## src/ume_pkg.sv

```systemverilog
package ume_pkg;
  // register indices; odd indices exist, so each register takes one aligned word
  localparam logic [11:0] MSR0_IDX       = 12'h0C6;
  localparam logic [11:0] MSR1_IDX       = 12'h0D6;
  localparam logic [11:0] IIR0_IDX       = 12'h0C2;
  localparam logic [11:0] IIR1_IDX       = 12'h0D2;
  localparam logic [11:0] MCTL0_IDX      = 12'h0C4;
  localparam logic [11:0] MCTL1_IDX      = 12'h0D4;
  localparam logic [11:0] IRCTL_IDX      = 12'h0BF;
  // apb byte addresses are four times the index
  localparam logic [11:0] MSR0_ADDR      = {MSR0_IDX[9:0], 2'h0};
  localparam logic [11:0] MSR1_ADDR      = {MSR1_IDX[9:0], 2'h0};
  localparam logic [11:0] IIR0_ADDR      = {IIR0_IDX[9:0], 2'h0};
  localparam logic [11:0] IIR1_ADDR      = {IIR1_IDX[9:0], 2'h0};
  localparam logic [11:0] MCTL0_ADDR     = {MCTL0_IDX[9:0], 2'h0};
  localparam logic [11:0] MCTL1_ADDR     = {MCTL1_IDX[9:0], 2'h0};
  localparam logic [11:0] IRCTL_ADDR     = {IRCTL_IDX[9:0], 2'h0};
  localparam logic [11:0] SRC_ADDR       = 12'h0E0;
  // modem control field positions
  localparam int          MCTL_DTR_BIT   = 0;
  localparam int          MCTL_RTS_BIT   = 1;
  localparam int          MCTL_OUTA_BIT  = 2;
  localparam int          MCTL_OUTB_BIT  = 3;
  localparam int          MCTL_LOOP_BIT  = 4;
  // infrared control fields
  localparam int          IRC_EN_BIT     = 0;
  localparam int          IRC_DIV_LSB    = 4;
  // interrupt status codes, ranked
  localparam logic [2:0]  CODE_LINE      = 3'h3;
  localparam logic [2:0]  CODE_RXRDY     = 3'h2;
  localparam logic [2:0]  CODE_TIMEOUT   = 3'h6;
  localparam logic [2:0]  CODE_TXDONE    = 3'h5;
  localparam logic [2:0]  CODE_NONE      = 3'h0;
  // reset values
  localparam logic [7:0]  MCTL_RST       = 8'h00;
  localparam logic [7:0]  IRCTL_RST      = 8'h00;
  localparam logic [7:0]  MSR_RST        = 8'h00;
  // infrared timing
  localparam logic [1:0]  DIV_LOW_BITS   = 2'h3;
  localparam int          CLK_HZ         = 10_000_000;
  localparam int          MIN_PULSE_NS   = 1410;
  localparam int          MIN_PULSE_CYC  = (MIN_PULSE_NS * (CLK_HZ / 1_000_000) + 999) / 1000;
  localparam logic [7:0]  MAX_TICKS      = 8'h0F;
  localparam logic [7:0]  MIN_TICKS      = 8'h01;

  // one port's modem pins as they arrive, before synchronising
  typedef struct packed {
    logic dcd_n;
    logic ri_n;
    logic dsr_n;
    logic cts_n;
  } ume_modem_t;

  // interrupt sources of one port
  typedef struct packed {
    logic line;
    logic rxrdy;
    logic timeout;
    logic txdone;
  } ume_irq_src_t;
endpackage

```

## src/ume_ir_endec.sv

```systemverilog
`timescale 1ns/100ps
`default_nettype none
// infrared pulse encoder and decoder for port 0
module ume_ir_endec
  import ume_pkg::*;
(
  input  wire logic       i_clk_sys,
  input  wire logic       i_rst,
  input  wire logic       i_enable,
  input  wire logic [3:0] i_div_factor,
  input  wire logic       i_bit_tick,
  input  wire logic       i_txd,
  input  wire logic       i_ir_rx_sync,
  output logic            o_ir_tx,
  output logic            o_rxd
);
  logic [5:0] div_cnt_ff;
  logic       div_tick;
  logic [7:0] pulse_cnt_ff;
  logic       rx_prev_ff;
  logic       tx_pulse_ff;
  logic [7:0] tx_len_ff;
  logic       rxd_ff;
  logic       tx_busy;

  // six bit divider, low two bits fixed at ones; zero factor stops it
  always_ff @(posedge i_clk_sys or posedge i_rst) begin
    if (i_rst) begin
      div_cnt_ff <= 6'h00;
    end else if (i_div_factor == 4'h0) begin
      div_cnt_ff <= 6'h00;
    end else if (div_cnt_ff == {i_div_factor, DIV_LOW_BITS}) begin
      div_cnt_ff <= 6'h00;
    end else begin
      div_cnt_ff <= div_cnt_ff + 6'h01;
    end
  end
  assign div_tick = (i_div_factor != 4'h0) && (div_cnt_ff == {i_div_factor, DIV_LOW_BITS});

  // encoder: one short pulse per zero bit, none per one bit
  always_ff @(posedge i_clk_sys or posedge i_rst) begin
    if (i_rst) begin
      tx_pulse_ff <= 1'b0;
      tx_len_ff   <= 8'h00;
    end else if (i_enable && i_bit_tick && !i_txd) begin
      tx_pulse_ff <= 1'b1;
      tx_len_ff   <= 8'(MIN_PULSE_CYC);
    end else if (tx_len_ff > 8'h01) begin
      tx_len_ff <= tx_len_ff - 8'h01;
    end else begin
      tx_pulse_ff <= 1'b0;
      tx_len_ff   <= 8'h00;
    end
  end
  assign o_ir_tx = tx_pulse_ff;
  // the uart line idles high between frames; low means a frame is going out
  assign tx_busy = tx_pulse_ff || !i_txd;

  // decoder: width of high pulses counted in divider ticks
  always_ff @(posedge i_clk_sys or posedge i_rst) begin
    if (i_rst) begin
      rx_prev_ff   <= 1'b0;
      pulse_cnt_ff <= 8'h00;
      rxd_ff       <= 1'b1;
    end else begin
      rx_prev_ff <= i_ir_rx_sync;
      if (!i_enable || tx_busy) begin
        pulse_cnt_ff <= 8'h00;
        rxd_ff       <= 1'b1;
      end else if (i_ir_rx_sync) begin
        if (div_tick && pulse_cnt_ff != 8'hFF) begin
          pulse_cnt_ff <= pulse_cnt_ff + 8'h01;
        end
      end else begin
        // on falling edge: an in-range pulse becomes a zero bit
        if (rx_prev_ff && pulse_cnt_ff >= MIN_TICKS && pulse_cnt_ff <= MAX_TICKS) begin
          rxd_ff <= 1'b0;
        end else if (i_bit_tick) begin
          rxd_ff <= 1'b1;
        end
        pulse_cnt_ff <= 8'h00;
      end
    end
  end
  assign o_rxd = rxd_ff;

  // a pulse is never sent while receive is decoding a zero
  ir_half_duplex_a: assert property (@(posedge i_clk_sys) disable iff (i_rst)
    tx_pulse_ff |-> rxd_ff) else $error("ir receive active during transmit");
  ir_div_off_a: assert property (@(posedge i_clk_sys) disable iff (i_rst)
    (i_div_factor == 4'h0) |-> !div_tick) else $error("divider ticks with zero factor");
  ir_zero_pulse_a: assert property (@(posedge i_clk_sys) disable iff (i_rst)
    (i_enable && i_bit_tick && !i_txd) |=> tx_pulse_ff [*4]) else $error("zero bit pulse too short");
endmodule
`default_nettype wire

```

## src/ume_top.sv

```systemverilog
// Added by the designer: the APB interface to the registers.
`timescale 1ns/100ps
`default_nettype none
// How it works
// - interrupt codes ranked line, rx, timeout, txdone
// - status high nibble shows inverted modem pins
// - loop-back mirrors modem control bits instead
// - carrier change sets bit three
// - ring falling edge alone sets bit two
// - ready and clear changes set bits one, zero
// - status read clears change bits
// - endec encodes transmit, decodes receive
// - infrared stays half duplex
// - bit rate from port baud generator
// - accept pulses within standard width limits
// - received pulse width timed by six-bit divider
// - divider upper four programmable, lower ones
// - zero factor disables divider
// - only highest pending code reported
// - pending bit low while any source active
module ume_top
  import ume_pkg::*;
(
  input  wire logic         i_clk_sys,
  input  wire logic         i_rst,
  input  wire logic         i_psel,
  input  wire logic         i_penable,
  input  wire logic         i_pwrite,
  input  wire logic [11:0]  i_paddr,
  input  wire logic [31:0]  i_pwdata,
  output logic              o_pready,
  output logic              o_pslverr,
  output logic [31:0]       o_prdata,
  input  wire ume_modem_t   i_modem0,
  input  wire ume_modem_t   i_modem1,
  output logic [3:0]        o_modem_ctl0,
  output logic [3:0]        o_modem_ctl1,
  input  wire ume_irq_src_t i_irq_src0,
  input  wire ume_irq_src_t i_irq_src1,
  input  wire logic         i_port0_enabled,
  input  wire logic         i_baud_bit_tick,
  input  wire logic         i_uart0_txd,
  output logic              o_uart0_rxd,
  output logic              o_txd_pin,
  input  wire logic         i_rxd_pin,
  output logic              o_infrared_tx_out,
  input  wire logic         i_infrared_rx_in
);
  logic [7:0]  mctl_ff [2];
  logic [7:0]  infrared_control_ff;
  logic [3:0]  delta_ff [2];
  logic [3:0]  pin_s1_ff [2];
  logic [3:0]  pin_s2_ff [2];
  logic [3:0]  pin_prev_ff [2];
  logic [1:0]  rx_s_ff;
  logic [1:0]  irx_s_ff;
  logic [31:0] prdata_ff;
  logic        wr_en;
  logic        rd_en;
  logic        endec_on;
  logic        endec_rxd;
  logic [7:0]  msr_val [2];
  logic [7:0]  iir_val [2];
  logic        mapped;

  // ranked interrupt encoder, bit0 low while anything is pending
  function automatic logic [7:0] iir_encode(input ume_irq_src_t s);
    logic [2:0] code;
    code = CODE_NONE;
    if (s.line) begin
      code = CODE_LINE;
    end else if (s.rxrdy) begin
      code = CODE_RXRDY;
    end else if (s.timeout) begin
      code = CODE_TIMEOUT;
    end else if (s.txdone) begin
      code = CODE_TXDONE;
    end
    return {4'h0, code, ~(|s)};
  endfunction

  // address match used by both decode and read mux
  function automatic logic hit(input logic [11:0] a, input logic [11:0] r);
    return a == r;
  endfunction

  assign wr_en = i_psel && i_penable && i_pwrite;
  assign rd_en = i_psel && i_penable && !i_pwrite;
  assign o_pready = 1'b1; // zero wait states keeps the read-clear single-shot
  assign mapped = hit(i_paddr, MSR0_ADDR) || hit(i_paddr, MSR1_ADDR) || hit(i_paddr, IIR0_ADDR) ||
                  hit(i_paddr, IIR1_ADDR) || hit(i_paddr, MCTL0_ADDR) || hit(i_paddr, MCTL1_ADDR) ||
                  hit(i_paddr, IRCTL_ADDR);
  assign o_pslverr = i_psel && i_penable && !mapped;

  // modem pins cross in through two flops each
  generate
    for (genvar p = 0; p < 2; p++) begin : g_port
      always_ff @(posedge i_clk_sys or posedge i_rst) begin
        if (i_rst) begin
          pin_s1_ff[p]   <= 4'hF;
          pin_s2_ff[p]   <= 4'hF;
          pin_prev_ff[p] <= 4'hF;
        end else begin
          pin_s1_ff[p]   <= (p == 0) ? i_modem0 : i_modem1;
          pin_s2_ff[p]   <= pin_s1_ff[p];
          pin_prev_ff[p] <= pin_s2_ff[p];
        end
      end

      // status value: live levels or loop-back mirror over change flags
      always_comb begin
        if (mctl_ff[p][MCTL_LOOP_BIT]) begin
          msr_val[p] = {mctl_ff[p][MCTL_OUTB_BIT], mctl_ff[p][MCTL_OUTA_BIT],
                        mctl_ff[p][MCTL_DTR_BIT], mctl_ff[p][MCTL_RTS_BIT], delta_ff[p]};
        end else begin
          msr_val[p] = {~pin_s2_ff[p], delta_ff[p]};
        end
      end

      logic [3:0] ev;
      logic       rd_hit;
      // pin events seen between the compare flop and the second sync flop
      assign ev = {pin_s2_ff[p][3] ^ pin_prev_ff[p][3],
                   pin_prev_ff[p][2] & ~pin_s2_ff[p][2], // pin low-going edge
                   pin_s2_ff[p][1:0] ^ pin_prev_ff[p][1:0]};
      assign rd_hit = rd_en && hit(i_paddr, (p == 0) ? MSR0_ADDR : MSR1_ADDR);

      // change flags; a new edge in the read cycle survives the clear
      always_ff @(posedge i_clk_sys or posedge i_rst) begin
        if (i_rst) begin
          delta_ff[p] <= MSR_RST[3:0];
        end else begin
          delta_ff[p] <= (rd_hit ? 4'h0 : delta_ff[p]) | ev;
        end
      end

      // modem control register, software writable
      always_ff @(posedge i_clk_sys or posedge i_rst) begin
        if (i_rst) begin
          mctl_ff[p] <= MCTL_RST;
        end else if (wr_en && hit(i_paddr, (p == 0) ? MCTL0_ADDR : MCTL1_ADDR)) begin
          mctl_ff[p] <= i_pwdata[7:0];
        end
      end

      assign iir_val[p] = iir_encode((p == 0) ? i_irq_src0 : i_irq_src1);

      // ring falls (pin low-going) must show in flags one cycle later
      ring_edge_a: assert property (@(posedge i_clk_sys) disable iff (i_rst)
        (pin_prev_ff[p][2] && !pin_s2_ff[p][2]) |=> delta_ff[p][2]) else $error("ring edge lost");
      ring_rise_a: assert property (@(posedge i_clk_sys) disable iff (i_rst)
        (!delta_ff[p][2] && !(pin_prev_ff[p][2] && !pin_s2_ff[p][2])) |=> !delta_ff[p][2])
        else $error("ring flag set without falling edge");
      carrier_change_a: assert property (@(posedge i_clk_sys) disable iff (i_rst)
        (pin_s2_ff[p][3] != pin_prev_ff[p][3]) |=> delta_ff[p][3]) else $error("carrier change lost");
      ready_cts_a: assert property (@(posedge i_clk_sys) disable iff (i_rst)
        $changed(pin_prev_ff[p][1:0]) |->
        ((delta_ff[p][1:0] & (pin_prev_ff[p][1:0] ^ $past(pin_prev_ff[p][1:0]))) ==
         (pin_prev_ff[p][1:0] ^ $past(pin_prev_ff[p][1:0]))))
        else $error("ready or cts change flag wrong");
      read_clear_a: assert property (@(posedge i_clk_sys) disable iff (i_rst)
        (rd_en && hit(i_paddr, (p == 0) ? MSR0_ADDR : MSR1_ADDR) && pin_s2_ff[p] == pin_prev_ff[p])
        |=> delta_ff[p] == 4'h0) else $error("status read did not clear flags");
      loop_mirror_a: assert property (@(posedge i_clk_sys) disable iff (i_rst)
        mctl_ff[p][MCTL_LOOP_BIT] |-> msr_val[p][7:4] == {mctl_ff[p][3:2], mctl_ff[p][0], mctl_ff[p][1]})
        else $error("loop-back mirror wrong");
      normal_pins_a: assert property (@(posedge i_clk_sys) disable iff (i_rst)
        !mctl_ff[p][MCTL_LOOP_BIT] |-> msr_val[p][7:4] == ~pin_s2_ff[p]) else $error("status not inverted pins");
    end
  endgenerate

  assign o_modem_ctl0 = mctl_ff[0][3:0];
  assign o_modem_ctl1 = mctl_ff[1][3:0];

  // infrared control: enable bit and divider factor
  always_ff @(posedge i_clk_sys or posedge i_rst) begin
    if (i_rst) begin
      infrared_control_ff <= IRCTL_RST;
    end else if (wr_en && hit(i_paddr, IRCTL_ADDR)) begin
      infrared_control_ff <= i_pwdata[7:0];
    end
  end
  // endec only runs with the port itself enabled
  assign endec_on = infrared_control_ff[IRC_EN_BIT] && i_port0_enabled;

  // read data registered; msr reads are what clear the flags
  always_ff @(posedge i_clk_sys or posedge i_rst) begin
    if (i_rst) begin
      prdata_ff <= 32'h0000_0000;
    end else if (i_psel && !i_penable && !i_pwrite) begin
      prdata_ff <= 32'h0000_0000;
      if (hit(i_paddr, MSR0_ADDR)) prdata_ff[7:0] <= msr_val[0];
      if (hit(i_paddr, MSR1_ADDR)) prdata_ff[7:0] <= msr_val[1];
      if (hit(i_paddr, IIR0_ADDR)) prdata_ff[7:0] <= iir_val[0];
      if (hit(i_paddr, IIR1_ADDR)) prdata_ff[7:0] <= iir_val[1];
      if (hit(i_paddr, MCTL0_ADDR)) prdata_ff[7:0] <= mctl_ff[0];
      if (hit(i_paddr, MCTL1_ADDR)) prdata_ff[7:0] <= mctl_ff[1];
      if (hit(i_paddr, IRCTL_ADDR)) prdata_ff[7:0] <= infrared_control_ff;
    end
  end
  assign o_prdata = prdata_ff;

  // receive pins synchronised before the mux and decoder
  always_ff @(posedge i_clk_sys or posedge i_rst) begin
    if (i_rst) begin
      rx_s_ff  <= 2'h3;
      irx_s_ff <= 2'h0;
    end else begin
      rx_s_ff  <= {rx_s_ff[0], i_rxd_pin};
      irx_s_ff <= {irx_s_ff[0], i_infrared_rx_in};
    end
  end

  ume_ir_endec u_endec (
    .i_clk_sys    (i_clk_sys),
    .i_rst        (i_rst),
    .i_enable     (endec_on),
    .i_div_factor (infrared_control_ff[IRC_DIV_LSB +: 4]),
    .i_bit_tick   (i_baud_bit_tick),
    .i_txd        (i_uart0_txd),
    .i_ir_rx_sync (irx_s_ff[1]),
    .o_ir_tx      (o_infrared_tx_out),
    .o_rxd        (endec_rxd)
  );

  // pin paths swap over while the endec is on
  assign o_uart0_rxd = endec_on ? endec_rxd : rx_s_ff[1];
  assign o_txd_pin   = endec_on ? 1'b1 : i_uart0_txd;

  irq_rank_a: assert property (@(posedge i_clk_sys) disable iff (i_rst)
    (i_irq_src0.line && i_irq_src0.rxrdy) |-> iir_val[0][3:1] == CODE_LINE) else $error("lower code shown");
  irq_pending_a: assert property (@(posedge i_clk_sys) disable iff (i_rst)
    iir_val[0][0] == !(|i_irq_src0)) else $error("pending bit wrong");
  irq_timeout_a: assert property (@(posedge i_clk_sys) disable iff (i_rst)
    (i_irq_src1 == 4'b0011) |-> iir_val[1][3:1] == CODE_TIMEOUT) else $error("timeout rank wrong");
  endec_swap_a: assert property (@(posedge i_clk_sys) disable iff (i_rst)
    endec_on |-> o_txd_pin && o_uart0_rxd == endec_rxd) else $error("plain pins not replaced");
endmodule
`default_nettype wire

```

## config.mk

```make
export PLATFORM = sky130hd
export DESIGN_NAME = ume_top
export DESIGN_NICKNAME = d
export VERILOG_FILES = /design/src/ume_pkg.sv /design/src/ume_ir_endec.sv /design/src/ume_top.sv
export SDC_FILE = /design/constraint.sdc
export NUM_CORES = 1
export LEC_CHECK = 0
export BUFFER_PORTS_ARGS = -buffer_cell sky130_fd_sc_hd__buf_2
export CAP_MARGIN = 20
export CORE_MARGIN = 1.5
export CORE_UTILIZATION = 53
export CTS_CLUSTER_SIZE = 12
export DETAILED_ROUTE_END_ITERATION = 8
export HOLD_SLACK_MARGIN = 0.06
export PLACE_DENSITY_LB_ADDON = 0.2
export SLEW_MARGIN = 30
export SYNTH_ARGS = -nofsm -noshare
export SYNTH_HDL_FRONTEND = slang
export SYNTH_SLANG_ARGS = --single-unit
```

## constraint.sdc

```tcl
create_clock -name i_clk_sys -period 3.25 [get_ports i_clk_sys]
set_clock_uncertainty 0.05 [all_clocks]
set_input_delay 0 -clock i_clk_sys [delete_from_list [all_inputs] [get_ports i_clk_sys]]
set_output_delay 0 -clock i_clk_sys [all_outputs]
set_load 0.05 [all_outputs]
```

==> summary.log <==
INFO  sta            layout_setup_ws=0.837ns
INFO  route          post-route-drc-count=0
INFO  clock_network  cts.repair_timing.setup_buffer_count=0
INFO  final_layout   fin_cells=617
INFO  global_route   grt_use_total=0.233
INFO  place          dpl.cell_count=572
INFO  power_and_ir_drop vdd.ir_drop.worst=0.000351V
INFO  yosys          postSynthRegisterBits=93
INFO  floorplanning  die_area=0.00923sqmm
INFO  final_layout   antenna-diode-count=0
INFO  global_route   grt_overflow_total=0
INFO  yosys          synth_sequential_area_ratio=0.514
INFO  power_and_ir_drop power_per_cell_area=496mW/mm^2
INFO  place          pre_cts_ws=1.19ns
INFO  setup_path     cp-start-kind=input port
INFO  floorplanning  chipHeight=96.1um
INFO  clock_network  clk_pin_slew=0.09ns
INFO  final_layout   fillers=665
INFO  setup_path     worst_r2r_startpoint=u_endec.pulse_cnt_ff[7]
INFO  floorplanning  ios=115
INFO  floorplanning  floorplan.initialDensity=0.553
INFO  clock_network  cts-root-to-sink-buffers=2
INFO  hold_path      type_of_the_worst_min_delay_path=in2reg
INFO  final_layout   syn2layout_area_growth=17.3%
INFO  sta            fmax=414MHz
INFO  final_layout   post_route_cells_drive_above_1_share=0.297
INFO  setup_path     crit_fanout=12
INFO  setup_path     endpoint_kind=output pin
INFO  run            max-cap-violations=0
INFO  route          first_iter_violations=167
INFO  hold_path      hold_path_startpoint=i_paddr[2]
INFO  route          route.detailed.wl_per_inst=16.1um
INFO  final_layout   regArea=0.00236sqmm
INFO  global_route   number_of_global_route_vias_before_repair=3336
INFO  global_route   grt_start_max_net_pins=47
INFO  clock_network  insertion_delay=0.36ns
INFO  final_layout   fin_util=0.649
INFO  sta            worstMarginPinSlew=0.967ns
INFO  sta            timing.final.crit_period=2.41ns
INFO  setup_path     arrival=2.36ns
INFO  route          avgViaCountPerCell=5.53
INFO  power_and_ir_drop p_leak=2.42nW
INFO  yosys          syn_area=0.00459sqmm
INFO  route          wl=9.90mm
INFO  yosys          postSynthCellCount=420
INFO  yosys          synth_area_leaders=sky130_fd_sc_hd__dfrtp_1 36%, sky130_fd_sc_hd__dfstp_2 15%, sky130_fd_sc_hd__buf_4 5.4%, sky130_fd_sc_hd__mux2_2 5.2%, sky130_fd_sc_hd__xnor2_1 2.9%
INFO  sta            holdWs=0.108ns
INFO  setup_path     crit_required=3.20ns
INFO  sta            final_min_period_over_clock_period=0.743
INFO  sta            finalSetupTns=0ns
INFO  yosys          synth-edff-count=0
INFO  run_status     status=complete, no violations
INFO  setup_path     crit_start=i_paddr[3]
INFO  sta            setup_violations=0
INFO  clock_network  tritoncts.num_buffers=9
INFO  clock_network  post_cts_resized=0
INFO  sta            grt_setup_unrepaired=no
INFO  clock_network  cts_hold_buf=29
INFO  route          detailedRoute.firstPassIterationCount=5
INFO  clock_network  tritoncts_num_sinks=93
INFO  sta            finalHoldViolCount=0
INFO  place          io_buffers=65
INFO  route          detailroute.via_count=3410
INFO  floorplanning  row_count=33
INFO  yosys          dominantRegCellSynth=sky130_fd_sc_hd__dfrtp_1
INFO  final_layout   num-nets-final=583
INFO  yosys          synth_top_area_frac=0.360
INFO  final_layout   multiInputGateArea=0.00196sqmm
INFO  yosys          share_of_synthesized_registers_carrying_an_async_set_or_reset=1.00
INFO  clock_network  root_buffer_master=sky130_fd_sc_hd__clkbuf_8
INFO  sta            slew_violations=0
INFO  sta            slew_headroom=0.352
INFO  yosys          avgSynthCellArea=10.9squm
INFO  yosys          ys_warn_count=0
INFO  place          dpl.hpwl=6.86mm
INFO  global_route   first_pass_grt_wire_length=16.2mm
INFO  route          drtAntennaViolNets=0
INFO  yosys          synth.distinct_cells=56
INFO  floorplanning  die_width=96.1um
INFO  global_route   antenna_found_initial=0
INFO  floorplanning  placeableCoreArea=0.00830sqmm
INFO  setup_path     worstSetupPathType=in2out
INFO  clock_network  h-tree-depth=3
INFO  place          gp_congestion=0.864
INFO  clock_network  cts_tree=built
INFO  yosys          yosysTopAreaCell=sky130_fd_sc_hd__dfrtp_1
-- cell type report --
cell class | instances | share of cell area
clock buffers | 11 | 0.0284
flip-flops and latches | 93 | 0.439
multi-input cells | 290 | 0.363
clock inverters | 5 | 0.0160
repair buffers | 96 | 0.117
well taps | 105 | 0.0244
inverters | 17 | 0.0121
-- layer usage --
layer	track usage	routed length [um]
met5	0	0
met4	0.0882	221
met3	0.0419	662
met2	0.360	4490
met1	0.328	4530
-- flip-flops by register name (all words and copies together) (netlist names), 2 cells and up --
register / flops
delta_ff: 8
infrared_control_ff: 8
irx_s_ff: 2
mctl_ff: 8
o_modem_ctl0: 4
o_modem_ctl1: 4
o_prdata: 8
pin_prev_ff: 8
pin_s1_ff: 8
pin_s2_ff: 8
rx_s_ff: 2
u_endec.div_cnt_ff: 6
u_endec.pulse_cnt_ff: 8
u_endec.tx_len_ff: 8
-- layout by cell type, fill, tap and decap left out, types with 8 or more instances in the layout --
master and n:
sky130_fd_sc_hd__inv_1 16, sky130_fd_sc_hd__dfstp_2 27, sky130_fd_sc_hd__nor2_1 34, sky130_fd_sc_hd__dfrtp_1 66, sky130_fd_sc_hd__o21ai_0 21, sky130_fd_sc_hd__xnor2_1 15, sky130_fd_sc_hd__nand2_1 22, sky130_fd_sc_hd__xor2_1 9
sky130_fd_sc_hd__buf_2 65, sky130_fd_sc_hd__or3_1 8, sky130_fd_sc_hd__conb_1 25, sky130_fd_sc_hd__nand3_1 19, sky130_fd_sc_hd__mux2_4 8, sky130_fd_sc_hd__a21oi_1 18, sky130_fd_sc_hd__dlygate4sd3_1 29, sky130_fd_sc_hd__clkbuf_8 9
sky130_fd_sc_hd__mux2_2 21
-- worst paths after layout --
path,to,slack [ns],cells after the start
min in group asynchronous,o_modem_ctl1[1],0.26,3
hold / removal,o_prdata[3],0.11,4
max in group asynchronous,pin_prev_ff[7],2.04,4
hold reg to reg,pin_s2_ff[6],0.31,0
setup / recovery,o_pslverr,0.84,6
setup reg to reg,u_endec.o_rxd,1.21,4
-- logic make-up (layout without fill, tap and decap cells) --
logic type	after synthesis	count (layout)	synth area share
adder cells (fa/ha/maj)	6	6	0.0164
AND/OR/NAND/NOR	136	136	0.168
other	2	25	0.00164
AO/OA/AOI/OAI	63	63	0.0829
XOR/XNOR	24	24	0.0458
flip-flops	93	93	0.514
buffers and inverters	60	129	0.0785
multiplexers	36	36	0.0929
-- Yosys cell counts, types with 2 or more instances --
| library cell | instances |
|---|---|
| sky130_fd_sc_hd__dfrtp_1 | 66 |
| sky130_fd_sc_hd__o31ai_1 | 2 |
| sky130_fd_sc_hd__mux2_4 | 8 |
| sky130_fd_sc_hd__nand3_1 | 19 |
| sky130_fd_sc_hd__a31oi_1 | 2 |
| sky130_fd_sc_hd__nor4_1 | 7 |
| sky130_fd_sc_hd__nor3_1 | 7 |
| sky130_fd_sc_hd__nand2b_1 | 6 |
| sky130_fd_sc_hd__a22oi_1 | 2 |
| sky130_fd_sc_hd__nand4_1 | 4 |
| sky130_fd_sc_hd__buf_4 | 33 |
| sky130_fd_sc_hd__nor4b_1 | 4 |
| sky130_fd_sc_hd__a21oi_1 | 18 |
| sky130_fd_sc_hd__nor3_2 | 2 |
| sky130_fd_sc_hd__buf_2 | 3 |
| sky130_fd_sc_hd__conb_1 | 2 |
| sky130_fd_sc_hd__xor2_1 | 9 |
| sky130_fd_sc_hd__a22o_1 | 2 |
| sky130_fd_sc_hd__o221ai_1 | 2 |
| sky130_fd_sc_hd__xnor2_1 | 15 |
| sky130_fd_sc_hd__nor2_1 | 34 |
| sky130_fd_sc_hd__or2_2 | 2 |
| sky130_fd_sc_hd__clkbuf_1 | 5 |
| sky130_fd_sc_hd__mux2_2 | 21 |
| sky130_fd_sc_hd__nand4b_1 | 2 |
| sky130_fd_sc_hd__o211ai_1 | 2 |
| sky130_fd_sc_hd__o21ai_0 | 21 |
| sky130_fd_sc_hd__ha_1 | 6 |
| sky130_fd_sc_hd__or4_1 | 5 |
| sky130_fd_sc_hd__a21o_1 | 6 |
| sky130_fd_sc_hd__dfstp_2 | 27 |
| sky130_fd_sc_hd__mux2i_1 | 7 |
| sky130_fd_sc_hd__or3_1 | 8 |
| sky130_fd_sc_hd__and4b_1 | 2 |
| sky130_fd_sc_hd__inv_1 | 17 |
| sky130_fd_sc_hd__nand2_1 | 22 |
-- where the power goes --
part	switching [mW]	internal, mW
sequential	0.0750	1.25
combinational	0.285	0.153
clock	0.416	0.488
total	0.776	1.89
-- critical path: stages --
cell and delay [ns]:
sky130_fd_sc_hd__dlygate4sd3_1 0.53, sky130_fd_sc_hd__buf_2 0.22, sky130_fd_sc_hd__nor4bb_1 0.46, sky130_fd_sc_hd__nand4_1 0.54
sky130_fd_sc_hd__and3b_1 0.40, sky130_fd_sc_hd__buf_2 0.21
-- stage by stage --
| stage | instance area (sq um) | power (mW) |
|---|---|---|
| after floorplan | 4680 | 1.67 |
| after global placement | 4850 | 1.75 |
| after detailed placement | 4850 | 1.77 |
| after CTS | 5380 | 2.69 |
| after global routing | 5380 | 2.79 |
| final | 5380 | 2.67 |
No activity file was read; power rests on OpenSTA's default activity.
